$ cat src/include/mmr_params.svh
// Offsets, bit positions, reset values and counts of the mode registers
`ifndef MMR_PARAMS_SVH
`define MMR_PARAMS_SVH
`define MMR_A_CTL      3'h0
`define MMR_A_MODE     3'h1
`define MMR_A_MAF      3'h2
`define MMR_A_FLUSH    3'h3
`define MMR_A_ALT      3'h4
`define MMR_CTL_RST    6'h00
`define MMR_MODE_RST   4'h0
`define MMR_MAF_RST    6'h00
`define MMR_ALT_RST    2'h0
`define MMR_CTL_BSWAP  0
`define MMR_CTL_DM_LO  1
`define MMR_CTL_DM_HI  2
`define MMR_CTL_SHBO   4
`define MMR_MD_ENA     0
`define MMR_MD_FHIT    1
`define MMR_MD_PINV    2
`define MMR_MD_POFF    3
`define MMR_MF_LDNM    0
`define MMR_MF_FLUSH   1
`define MMR_MF_STNM    2
`define MMR_MF_IONM    3
`define MMR_MF_AGEOFF  4
`define MMR_MF_ARB     5
`define MMR_ALT_LSB    3
`define MMR_ALT_MSB    4
`define MMR_PA_SWAP    2
`define MMR_PA_IO      39
`define MMR_HI_SEL     2'h2
`define MMR_LO_SEL     13'h1ffe
`define MMR_AGE_CYC    64
`define MMR_AGE_LAST   7'h3f
`endif

$ cat src/include/mmr_pkg.sv
// Types shared by the memory unit mode register bank
package mmr_pkg;
  typedef enum logic [1:0] {
    MMR_KERNEL = 2'h0,
    MMR_EXEC   = 2'h1,
    MMR_SUPER  = 2'h2,
    MMR_USER   = 2'h3
  } mmr_alt_t;
  typedef struct packed {
    logic        valid;
    logic        kernel;
    logic        longword;
    logic [42:0] va;
    logic [39:0] tb_pa;
  } mmr_xl_req_t;
  typedef struct packed {
    logic        valid;
    logic        direct;
    logic [39:0] pa;
  } mmr_xl_rsp_t;
  typedef struct packed {
    logic       lookup_hit;
    logic       store;
    logic       int_store;
    logic       fill;
    logic [7:0] data_par;
    logic       par_err;
  } mmr_dc_in_t;
  typedef struct packed {
    logic       hit;
    logic       wr_en;
    logic [7:0] data_par;
    logic       par_report;
  } mmr_dc_out_t;
  typedef struct packed {
    logic ld_issue;
    logic ld_io;
    logic ld_entry_locked;
    logic st_issue;
    logic st_entry_locked;
    logic wb_valid;
    logic wb_alloc;
    logic ldl_issue;
    logic ld_req;
    logic wb_req;
    logic other_req;
    logic ld_pending;
    logic store_outstanding;
  } mmr_maf_in_t;
  typedef struct packed {
    logic ld_merge_ok;
    logic ld_lock_new;
    logic st_merge_ok;
    logic st_lock_new;
    logic wb_flush;
    logic wb_age_req;
    logic ld_arb;
    logic wb_arb;
    logic other_arb;
  } mmr_maf_out_t;
endpackage

$ cat src/rtl/mmr_top.sv
// Memory unit mode registers and the datapath controls they steer
`timescale 1ns/1ps
`include "mmr_params.svh"

// How it works
// - Chip reset clears control, cache mode; timeout keeps
// - Miss mode cleared; arbiter block also on timeout
// - Byte swap inverts address bit 2, longwords
// - Upper direct map passes va 39:13
// - Lower direct map zeroes pa 39:30
// - Direct mapping used only in kernel mode
// - Lower direct map also selects compact format
// - Compact format builds table entry address from va 31:13
// - Shifter byte order complements shift amount
// - Cache disable blocks updates, loads miss unless force hit is set
// - Force hit makes every reference hit
// - Parity invert flips integer store hit parity
// - Report disable suppresses cache parity errors
// - Load merge off allocates permanently unmergeable entries
// - Flush always drains nonempty write buffer
// - Store merge off allocates permanently unmergeable entries
// - I/O load merge off blocks bit-39 merges
// - Aging off: request on locked load, second
// - Arbiter block stops load and buffer requests
// - Read-only bits show outstanding requests
// - Any flush write clears all valid bits
// - Alternate mode held: kernel, executive, supervisor, user codes
module mmr_top
  import mmr_pkg::*;
(
  // Clock and resets
  input  wire logic         CLK,
  input  wire logic         RST,
  input  wire logic         TMO_RST,
  // Register port
  input  wire logic [2:0]   ADDR,
  input  wire logic [63:0]  WDATA,
  input  wire logic         WR,
  input  wire logic         RD,
  output logic      [63:0]  RDATA,
  // Address translation
  input  mmr_xl_req_t       XL_REQ,
  output mmr_xl_rsp_t       XL_RSP,
  // Fault address formatting
  input  wire logic [42:0]  FAULT_VA,
  input  wire logic [63:0]  PT_BASE,
  output logic      [63:0]  FMT_ADDR,
  // Integer shifter
  input  wire logic [5:0]   SH_AMT_IN,
  output logic      [5:0]   SH_AMT,
  // Data cache
  input  mmr_dc_in_t        DC_IN,
  output mmr_dc_out_t       DC_OUT,
  output logic              L1D_FLUSH_TRIGGER_ALL,
  // Miss file and write buffer
  input  mmr_maf_in_t       MAF_IN,
  output mmr_maf_out_t      MAF_OUT,
  // Alternate privilege mode
  output mmr_alt_t          ALTERNATE_PRIVILEGE_MODE
);

  logic [5:0]   ctl_ff;
  logic [3:0]   mode_ff;
  logic [5:0]   maf_ff;
  mmr_alt_t     alt_ff;
  logic         ld_pend_ff;
  logic         wb_pend_ff;
  logic [63:0]  rdata_ff;
  logic [63:0]  nxt_rdata;
  mmr_xl_rsp_t  xl_ff;
  mmr_xl_rsp_t  nxt_xl;
  logic [63:0]  fmt_ff;
  logic [63:0]  nxt_fmt;
  logic [5:0]   sh_ff;
  mmr_dc_out_t  dc_ff;
  mmr_dc_out_t  nxt_dc;
  logic         flush_ff;
  mmr_maf_out_t maf_out_ff;
  mmr_maf_out_t nxt_maf_out;
  logic [6:0]   age_ff;
  logic [6:0]   nxt_age;

  // Register decode
  wire wr_ctl   = WR && (ADDR == `MMR_A_CTL);
  wire wr_mode  = WR && (ADDR == `MMR_A_MODE);
  wire wr_maf   = WR && (ADDR == `MMR_A_MAF);
  wire wr_flush = WR && (ADDR == `MMR_A_FLUSH);
  wire wr_alt   = WR && (ADDR == `MMR_A_ALT);

  // Control register bits
  wire bswap   = ctl_ff[`MMR_CTL_BSWAP];
  wire dm_lo   = ctl_ff[`MMR_CTL_DM_LO];
  wire dm_hi   = ctl_ff[`MMR_CTL_DM_HI];
  wire shbo    = ctl_ff[`MMR_CTL_SHBO];

  // Cache mode bits
  wire l1d_enable  = mode_ff[`MMR_MD_ENA];
  wire l1d_force_hit = mode_ff[`MMR_MD_FHIT];
  wire dc_pinv = mode_ff[`MMR_MD_PINV];
  wire dc_poff = mode_ff[`MMR_MD_POFF];

  // Miss mode bits
  wire ld_nm   = maf_ff[`MMR_MF_LDNM];
  wire fl_alw  = maf_ff[`MMR_MF_FLUSH];
  wire st_nm   = maf_ff[`MMR_MF_STNM];
  wire io_nm   = maf_ff[`MMR_MF_IONM];
  wire age_off = maf_ff[`MMR_MF_AGEOFF];
  wire arb_blk = maf_ff[`MMR_MF_ARB];

  // Read values of the readable registers
  wire [63:0] rd_ctl  = {58'h0, ctl_ff};
  wire [63:0] rd_mode = {60'h0, mode_ff};
  wire [63:0] rd_maf  = {56'h0, wb_pend_ff, ld_pend_ff, maf_ff};

  // Read select; write-only and unmapped read as zero
  always_comb
  begin
    nxt_rdata = 64'h0;
    if (RD)
    begin
      unique case (ADDR)
        `MMR_A_CTL:  nxt_rdata = rd_ctl;
        `MMR_A_MODE: nxt_rdata = rd_mode;
        `MMR_A_MAF:  nxt_rdata = rd_maf;
        default:     nxt_rdata = 64'h0;
      endcase
    end
  end

  // Control register; only chip reset clears it
  always_ff @(posedge CLK)
  begin
    if (RST)
      ctl_ff <= `MMR_CTL_RST;
    else if (wr_ctl)
      ctl_ff <= WDATA[5:0];
  end

  // Cache mode register; only chip reset clears it
  always_ff @(posedge CLK)
  begin
    if (RST)
      mode_ff <= `MMR_MODE_RST;
    else if (wr_mode)
      mode_ff <= WDATA[3:0];
  end

  // Miss mode: arbiter block also drops on timeout
  always_ff @(posedge CLK)
  begin
    if (RST)
      maf_ff <= `MMR_MAF_RST;
    else if (wr_maf)
      maf_ff <= WDATA[5:0];
    else if (TMO_RST)
      maf_ff[`MMR_MF_ARB] <= 1'b0;
  end

  // Alternate mode; all four codes legal
  always_ff @(posedge CLK)
  begin
    if (RST)
      alt_ff <= mmr_alt_t'(`MMR_ALT_RST);
    else if (wr_alt)
      alt_ff <= mmr_alt_t'(WDATA[`MMR_ALT_MSB:`MMR_ALT_LSB]);
  end

  // Read data, standing one cycle after the strobe
  always_ff @(posedge CLK)
  begin
    if (RST)
      rdata_ff <= 64'h0;
    else
      rdata_ff <= nxt_rdata;
  end

  // Pending status sampled from the miss file
  always_ff @(posedge CLK)
  begin
    if (RST)
    begin
      ld_pend_ff <= 1'b0;
      wb_pend_ff <= 1'b0;
    end
    else
    begin
      ld_pend_ff <= MAF_IN.ld_pending;
      wb_pend_ff <= MAF_IN.store_outstanding;
    end
  end

  // Flush pulse, one cycle per write of any value
  always_ff @(posedge CLK)
  begin
    if (RST)
      flush_ff <= 1'b0;
    else
      flush_ff <= wr_flush;
  end

  // Direct map matches, kernel only
  wire hi_hit = XL_REQ.kernel && dm_hi
                && (XL_REQ.va[42:41] == `MMR_HI_SEL);
  wire lo_hit = XL_REQ.kernel && dm_lo
                && (XL_REQ.va[42:30] == `MMR_LO_SEL);
  wire [39:0] pa_hi = {XL_REQ.va[39:13], XL_REQ.tb_pa[12:0]};
  wire [39:0] pa_lo = {10'h0, XL_REQ.va[29:13],
                       XL_REQ.tb_pa[12:0]};
  wire [39:0] pa_sel = hi_hit ? pa_hi :
                       lo_hit ? pa_lo : XL_REQ.tb_pa;
  wire swap = bswap && XL_REQ.longword;
  always_comb
  begin
    nxt_xl        = '0;
    nxt_xl.valid  = XL_REQ.valid;
    nxt_xl.direct = hi_hit || lo_hit;
    nxt_xl.pa     = pa_sel;
    nxt_xl.pa[`MMR_PA_SWAP] = pa_sel[`MMR_PA_SWAP] ^ swap;
  end

  // Formatted fault address, layout picked by lower map bit
  wire [63:0] fmt_wide = {PT_BASE[63:33], FAULT_VA[42:13], 3'h0};
  wire [63:0] fmt_cmp  = {PT_BASE[63:30], 8'h0, FAULT_VA[31:13],
                          3'h0};
  always_comb
  begin
    nxt_fmt = dm_lo ? fmt_cmp : fmt_wide;
  end

  // Data cache qualifiers
  wire ld_hit  = l1d_force_hit || (l1d_enable && DC_IN.lookup_hit);
  wire upd     = l1d_enable && (DC_IN.store || DC_IN.fill);
  wire par_flp = dc_pinv && DC_IN.int_store && ld_hit;
  always_comb
  begin
    nxt_dc            = '0;
    nxt_dc.hit        = ld_hit;
    nxt_dc.wr_en      = upd;
    nxt_dc.data_par   = DC_IN.data_par ^ {8{par_flp}};
    nxt_dc.par_report = DC_IN.par_err && !dc_poff;
  end

  // Write buffer aging counter
  wire age_run  = MAF_IN.wb_valid && !age_off;
  wire age_done = age_run && (age_ff == `MMR_AGE_LAST);
  wire second   = MAF_IN.wb_alloc && MAF_IN.wb_valid;
  wire age_req  = age_off ? (MAF_IN.ldl_issue || second)
                          : age_done;
  always_comb
  begin
    nxt_age = 7'h0;
    if (age_run && !age_done)
      nxt_age = age_ff + 7'h1;
  end

  // Merge, flush and arbitration qualifiers
  wire ld_io_blk = io_nm && MAF_IN.ld_io;
  always_comb
  begin
    nxt_maf_out = '0;
    nxt_maf_out.ld_merge_ok = MAF_IN.ld_issue && !ld_nm
                              && !ld_io_blk
                              && !MAF_IN.ld_entry_locked;
    nxt_maf_out.ld_lock_new = MAF_IN.ld_issue && ld_nm;
    nxt_maf_out.st_merge_ok = MAF_IN.st_issue && !st_nm
                              && !MAF_IN.st_entry_locked;
    nxt_maf_out.st_lock_new = MAF_IN.st_issue && st_nm;
    nxt_maf_out.wb_flush    = fl_alw && MAF_IN.wb_valid;
    nxt_maf_out.wb_age_req  = age_req;
    nxt_maf_out.ld_arb      = MAF_IN.ld_req && !arb_blk;
    nxt_maf_out.wb_arb      = MAF_IN.wb_req && !arb_blk;
    nxt_maf_out.other_arb   = MAF_IN.other_req;
  end

  // Shift amount, complemented for reversed byte order
  wire [5:0] nxt_sh = shbo ? ~SH_AMT_IN : SH_AMT_IN;

  // Translation response register
  always_ff @(posedge CLK)
  begin
    if (RST)
      xl_ff <= '0;
    else
      xl_ff <= nxt_xl;
  end

  // Formatted fault address register
  always_ff @(posedge CLK)
  begin
    if (RST)
      fmt_ff <= 64'h0;
    else
      fmt_ff <= nxt_fmt;
  end

  // Shift amount register
  always_ff @(posedge CLK)
  begin
    if (RST)
      sh_ff <= 6'h0;
    else
      sh_ff <= nxt_sh;
  end

  // Cache qualifier register
  always_ff @(posedge CLK)
  begin
    if (RST)
      dc_ff <= '0;
    else
      dc_ff <= nxt_dc;
  end

  // Miss file qualifier register
  always_ff @(posedge CLK)
  begin
    if (RST)
      maf_out_ff <= '0;
    else
      maf_out_ff <= nxt_maf_out;
  end

  // Aging counter; restarts when the buffer empties
  always_ff @(posedge CLK)
  begin
    if (RST)
      age_ff <= 7'h0;
    else
      age_ff <= nxt_age;
  end

  // Outputs straight from flip-flops
  assign RDATA        = rdata_ff;
  assign XL_RSP       = xl_ff;
  assign FMT_ADDR     = fmt_ff;
  assign SH_AMT       = sh_ff;
  assign DC_OUT       = dc_ff;
  assign L1D_FLUSH_TRIGGER_ALL = flush_ff;
  assign MAF_OUT      = maf_out_ff;
  assign ALTERNATE_PRIVILEGE_MODE     = alt_ff;

endmodule

$ cat config.mk
export PLATFORM = sky130hd
export DESIGN_NAME = mmr_top
export DESIGN_NICKNAME = d
export VERILOG_FILES = /design/src/include/mmr_pkg.sv /design/src/rtl/mmr_top.sv
export VERILOG_INCLUDE_DIRS = /design/src /design/src/include
export SDC_FILE = /design/constraint.sdc
export NUM_CORES = 1
export LEC_CHECK = 0
export BUFFER_PORTS_ARGS = -buffer_cell sky130_fd_sc_hd__buf_2
export CELL_PAD_IN_SITES_DETAIL_PLACEMENT = 2
export CELL_PAD_IN_SITES_GLOBAL_PLACEMENT = 2
export CORE_ASPECT_RATIO = 0.6
export CORE_MARGIN = 1.5
export CORE_UTILIZATION = 18
export CTS_BUF_LIST = sky130_fd_sc_hd__clkbuf_16
export DETAILED_ROUTE_END_ITERATION = 12
export PLACE_DENSITY_LB_ADDON = 0.1
export SLEW_MARGIN = 20
export SYNTH_ARGS = -nofsm -noshare
export SYNTH_HDL_FRONTEND = slang
export SYNTH_SLANG_ARGS = --single-unit
$ cat constraint.sdc
create_clock -name CLK -period 1.4 [get_ports CLK]
set_input_delay 0.07 -clock CLK [delete_from_list [all_inputs] [get_ports CLK]]
set_output_delay 0.07 -clock CLK [all_outputs]
set_load 0.005 [all_outputs]
# Word-level counts from Yosys, hierarchy flattened
# Index checks and enable logic that the tools add are counted.
dict set report totals {
  inputBits 297
  register_bits 224
}
dict set report classes {
  bitwise 5
  add_sub_neg 1
  muxes 8
  reduce_logical 48
  eq_ne 7
}
# cell n
set ops {}
lappend ops {{$mux W40} 2}
lappend ops {{$mux W33} 1}
lappend ops {{$logic_and A1 B1 Y1} 30}
lappend ops {{$pmux W8 S3} 1}
lappend ops {{$eq A13 B13 Y1 const B} 1}
lappend ops {{$logic_not A1 Y1} 9}
lappend ops {{$xor A8 B8 Y8} 1}
lappend ops {{$add A7 B1 Y7 const B} 1}
lappend ops {{$eq A7 B6 Y1 const B} 1}
lappend ops {{$eq A3 B2 Y1 const B} 2}
lappend ops {{$mux W6} 1}
lappend ops {{$not A6 Y6} 1}
lappend ops {{$reduce_or A2 Y1} 3}
lappend ops {{$logic_or A1 B1 Y1} 4}
lappend ops {{$eq A3 B1 Y1 const B} 1}
lappend ops {{$eq A3 B3 Y1 const B} 1}
lappend ops {{$logic_not A3 Y1} 1}
lappend ops {{$mux W1} 3}
lappend ops {{$eq A2 B2 Y1 const B} 1}
lappend ops {{$not A1 Y1} 2}
lappend ops {{$reduce_bool A2 Y1} 1}
lappend ops {{$xor A1 B1 Y1} 1}

# Logic depth before layout (Yosys ltp)
dict set report depth {
  ltp_word 7
  depth_mapped 6
}

# Least setup slack after synthesis
# OpenSTA, ideal clock, no wires.
dict set report synth_timing {
  path_type {register to register}
  start {register ctl_ff[1]}
  end {register xl_ff (netlist bit XL_RSP[21])}
  setup_slack_ns 0.022
  t_required_ns 1.281
  stages_incl_launch_ff 7
  synth_period_minus_slack_ns 1.378
  setup_ns 0.119
  arrival_time_ns 1.259
  cell_sequence {dfxtp_1 > buf_6 > nand4_4 > nor4_4 > nor2_4 > buf_8 > mux2i_1}
}
dict set report synth_between {
  elab_chain_cells 4
}
# item line
set synth_rtl {}
lappend synth_rtl {{start: declaration} mmr_top.sv:62} ;# logic [5:0] ctl_ff;
lappend synth_rtl {{start signal: assignment} mmr_top.sv:134} ;# ctl_ff <= `MMR_CTL_RST;
lappend synth_rtl {{start signal: assignment} mmr_top.sv:136} ;# ctl_ff <= WDATA[5:0];
lappend synth_rtl {{$logic_and A1 B1 Y1 (2 in a row)} mmr_top.sv:204} ;# wire lo_hit = XL_REQ.kernel && dm_lo
lappend synth_rtl {{$mux W40} mmr_top.sv:210} ;# lo_hit ? pa_lo : XL_REQ.tb_pa;
lappend synth_rtl {{$mux W40} mmr_top.sv:209} ;# wire [39:0] pa_sel = hi_hit ? pa_hi :
lappend synth_rtl {{end signal: assignment} mmr_top.sv:284} ;# xl_ff <= nxt_xl;
lappend synth_rtl {{end: declaration} mmr_top.sv:70} ;# mmr_xl_rsp_t xl_ff;
# No other way between the ends.
# A chain may end at the register's enable or synchronous reset.

# Worst setup path after layout
dict set report layout_timing {
  start {input port XL_REQ[78] (netlist name)}
  end {register xl_ff (netlist bit XL_RSP[25])}
}
dict set report layout_between {
  elab_chain_cells 4
}
# item line
set layout_rtl {}
lappend layout_rtl {{start: declaration} mmr_top.sv:42} ;# input mmr_xl_req_t XL_REQ,
lappend layout_rtl {{$eq A13 B13 Y1 (no source line)} --}
lappend layout_rtl {{$logic_and A1 B1 Y1} mmr_top.sv:204}
lappend layout_rtl {{$mux W40} mmr_top.sv:210}
lappend layout_rtl {{$mux W40} mmr_top.sv:209}
# No other way between the ends.

==> key figures <==
Die
  – Die ar.: 0.03369 sq mm
  – Die X: 236.0 um
  – Starting Density: 0.1855
  – IO Pins: 496
  – # rows: 50
  – Die height: 142.8 um
  – Core ar.: 0.03159 sq mm

Placed design
  – I/O Buffers: 322
  – Placed Cells: 1291
  – HPWL after DPL: 16670 um
  – RD Place Congestion: 0.6873

Worst setup path
  – Max FO, Critical Path: 6
  – Worst setup EP type: flip-flop
  – Reg2Reg Depth: 6
  – R2R Setup Slk: 0.04 ns
  – FF-to-FF Start: ctl_ff[1]$_SDFFE_PP0P_
  – Worst path arrival time: 1.68 ns
  – Max incr delay on CP: 0.54 ns
  – Worst Setup Start Kind: input pin
  – CP delay by family, top: buffers and inverters
  – Setup crit end: XL_RSP[25]$_SDFF_PP0_
  – RR Endpoint: XL_RSP[25]$_SDFF_PP0_
  – Required time of the critical path: 1.71 ns
  – Setup crit start: XL_REQ[78]
  – Crit path depth: 8
  – Worst Path Buf+Inv: 4
  – CP cell instances: dlygate4sd3_1 > buf_2 > nand3_1 > nor4_4 > buf_4 > nor2_4 > buf_12 > mux2i_4
  – Slowest CP cell: dlygate4sd3_1
  – Kind of critical path: in2reg

Global routing
  – GRT met2 Usage: 0.2309
  – GR Util met3: 0.04968
  – M1 GR Usage: 0.1622
  – First-pass GRT wire length: 34360 um
  – Largest net degree at the start of global routing: 48
  – GRT Total Usage: 0.1353
  – Number of global-route vias before repair: 5909
  – GRT Residual Overflow: 0
  – GR peak layer: met2
  – Initial antenna violation count: 0

Power
  – Leak: 4.906 nW
  – Pwr/cell area: 1078 mW/mm^2
  – Peak supply drop: 730.8 uV

Cells and area
  – Fin cells: 1493
  – Fill count: 3549
  – Area growth syn-to-layout: 74.96%
  – Nets: 1365
  – Fraction of layout cells with a size suffix above 1: 0.3658
  – Fin util: 0.3246
  – Diode count: 0

Synthesis
  – Top cells by area, synth: dfxtp_1, buf_4, nor2b_1, mux2i_1, nand2b_1
  – Synth top area share: 0.5636
  – Synth Flop Type: dfxtp_1
  – Syn_area_per_cell: 10.69 sq um
  – Post-synth top cells: dfxtp_1, nor2b_1, buf_4, nor2_1, mux2i_1
  – Post-Syn Area: 0.005861 sq mm
  – EDFF count, synth: 0
  – Async SR Flop Fraction: 0
  – Gate Count Post-Synth: 548
  – Most common cell in the netlist: dfxtp_1
  – Sequential fraction of the synthesis area: 0.5636
  – Yosys cell types: 39
  – Cell taking the most area after synthesis: dfxtp_1
  – #FFs+latches synth: 165
  – Ys Warns: 0

STA
  – Final setup viols: 0
  – Final hold viol count: 0
  – Worst-Margin Slew: 0.5106 ns
  – Tmin final: 1.366 ns
  – Slew Viols, Final: 0
  – Max Fclk: 0.7323 GHz
  – Slew HR: 0.6570
  – RSZ-0062 raised after global routing: yes
  – Final Skew: 0.01436 ns
  – Tcrit/Tclk final: 0.9755

CTS
  – H-tree levels: 4
  – Clock tree buffer depth: 2
  – Clock tree sinks: 165
  – CTS tree: built
  – Worst-Skew Late Latency: 0.44 ns
  – Cts bufs inserted: 17
  – Clock transition at the registers of the reported paths: 0.06 ns
  – CTS Root Cell: clkbuf_16

Routing
  – Routed wire length: 23040 um
  – # DRC: 0
  – Drt wl/cell: 15.43 um
  – DRT iter0 DRCs: 89
  – Final ANT Viol Nets: 0
  – Vias: 5361
  – Drt pass-1 iters: 4
  – Vias/cell: 3.591

Min path
  – Hold Crit Class: in2reg

Flow run
  – Total of max-cap violations: 0

Status
  – Status: complete, no violations
-- what timing repair did --
item / in CTS / in global routing
gates cloned: 0 / 0
hold buffers: 171 / 0
resized for setup: 5 / 1
setup buffers: 0 / 3
pin swaps: 1 / 2
hold endpoints to repair: 148 / 0
endpoints found under the setup margin: 34 / 15
-- cells by family (layout without fill, tap and decap cells) --
group	Yosys count	count (layout)	share of synthesized area
muxes	43	43	0.07344
and+or+nand+nor	212	212	0.2088
adders and majority gates	1	1	0.002135
DFF	165	165	0.5636
other	1	59	0.0006399
xor gates and xnor gates	19	19	0.02839
buffers and inverters	87	558	0.09756
AOI/OAI and AO/OA	20	20	0.02541
-- worst min-delay path by stage --
stage	cells after the start	from	endpoint
after global placement	2	MAF_IN[8]	MAF_OUT[6]$_SDFF_PP0_
after CTS	2	RST	FMT_ADDR[14]$_SDFF_PP0_
after global routing	2	RST	FMT_ADDR[16]$_SDFF_PP0_
after floorplan	1	MAF_IN[8]	MAF_OUT[6]$_SDFF_PP0_
after detailed placement	2	MAF_IN[8]	MAF_OUT[6]$_SDFF_PP0_
final	2	RST	FMT_ADDR[16]$_SDFF_PP0_
-- area by class of cell --
type / instances / area, sq um / share of cell area
clock buffer: 17 / 425.4 / 0.04149
multi-input combinational: 354 / 2227 / 0.2172
sequential: 165 / 3304 / 0.3223
inverter: 3 / 11.26 / 0.001098
tap: 416 / 520.5 / 0.05076
timing repair buffer: 526 / 3623 / 0.3534
clock inverter: 12 / 141.4 / 0.01379
-- power by group --
group / switching [mW] / internal (mW) / total, mW
Combinational: 0.552 / 0.818 / 1.37
Clock: 1.97 / 2.75 / 4.72
Sequential: 0.0616 / 4.90 / 4.97
-- cells in the final DEF (no fill, tap or decap), types with 3 or more instances in the layout --
cell             n
buf_2          321
dlygate4sd3_1  171
dfxtp_1        164
nor2b_1         68
conb_1          59
nor2_1          57
mux2i_1         42
nand2b_1        37
buf_4           30
clkbuf_16       17
xnor2_1         16
and2_1          10
a22o_1          10
nand2_1          9
a21oi_1          7
nor3b_1          5
inv_1            4
nand3_1          4
nor3_1           4
buf_12           4
xor2_1           3
clkinv_2         3
bufinv_16        3
-- per-layer routing --
metal | routed length, um | vias to the layer above
li1 | - | 2661
met1 | 10010 | 2543
met2 | 11490 | 145
met3 | 1341 | 12
met4 | 198 | 0
met5 | 0 | -
-- registers in the layout, indices dropped and copies added (netlist names) --
register / cells
DC_OUT: 11
age_ff: 7
RDATA: 8
mode_ff: 4
ld_pend_ff: 1
FMT_ADDR: 61
L1D_FLUSH_TRIGGER_ALL: 1
ALTERNATE_PRIVILEGE_MODE: 2
XL_RSP: 42
wb_pend_ff: 1
SH_AMT: 6
maf_ff: 6
ctl_ff: 6
MAF_OUT: 9
-- through the flow --
step	TNS [ns]	area (sq um)	hold slack (ns)	power (mW)	worst slack (ns)
2_1_floorplan	0	6078	0.1493	5.556	0.02197
3_3_place_gp	-2.239	7923	0.2450	6.042	-0.1622
3_5_place_dp	-2.047	7923	0.2497	6.054	-0.1373
4_1_cts	0	10220	0.01512	11.29	0.0008716
5_1_grt	-0.01664	10250	0.03814	11.63	-0.01664
6_report	0	10250	0.01504	11.06	0.03436
Power figures use the tool's default switching activity.
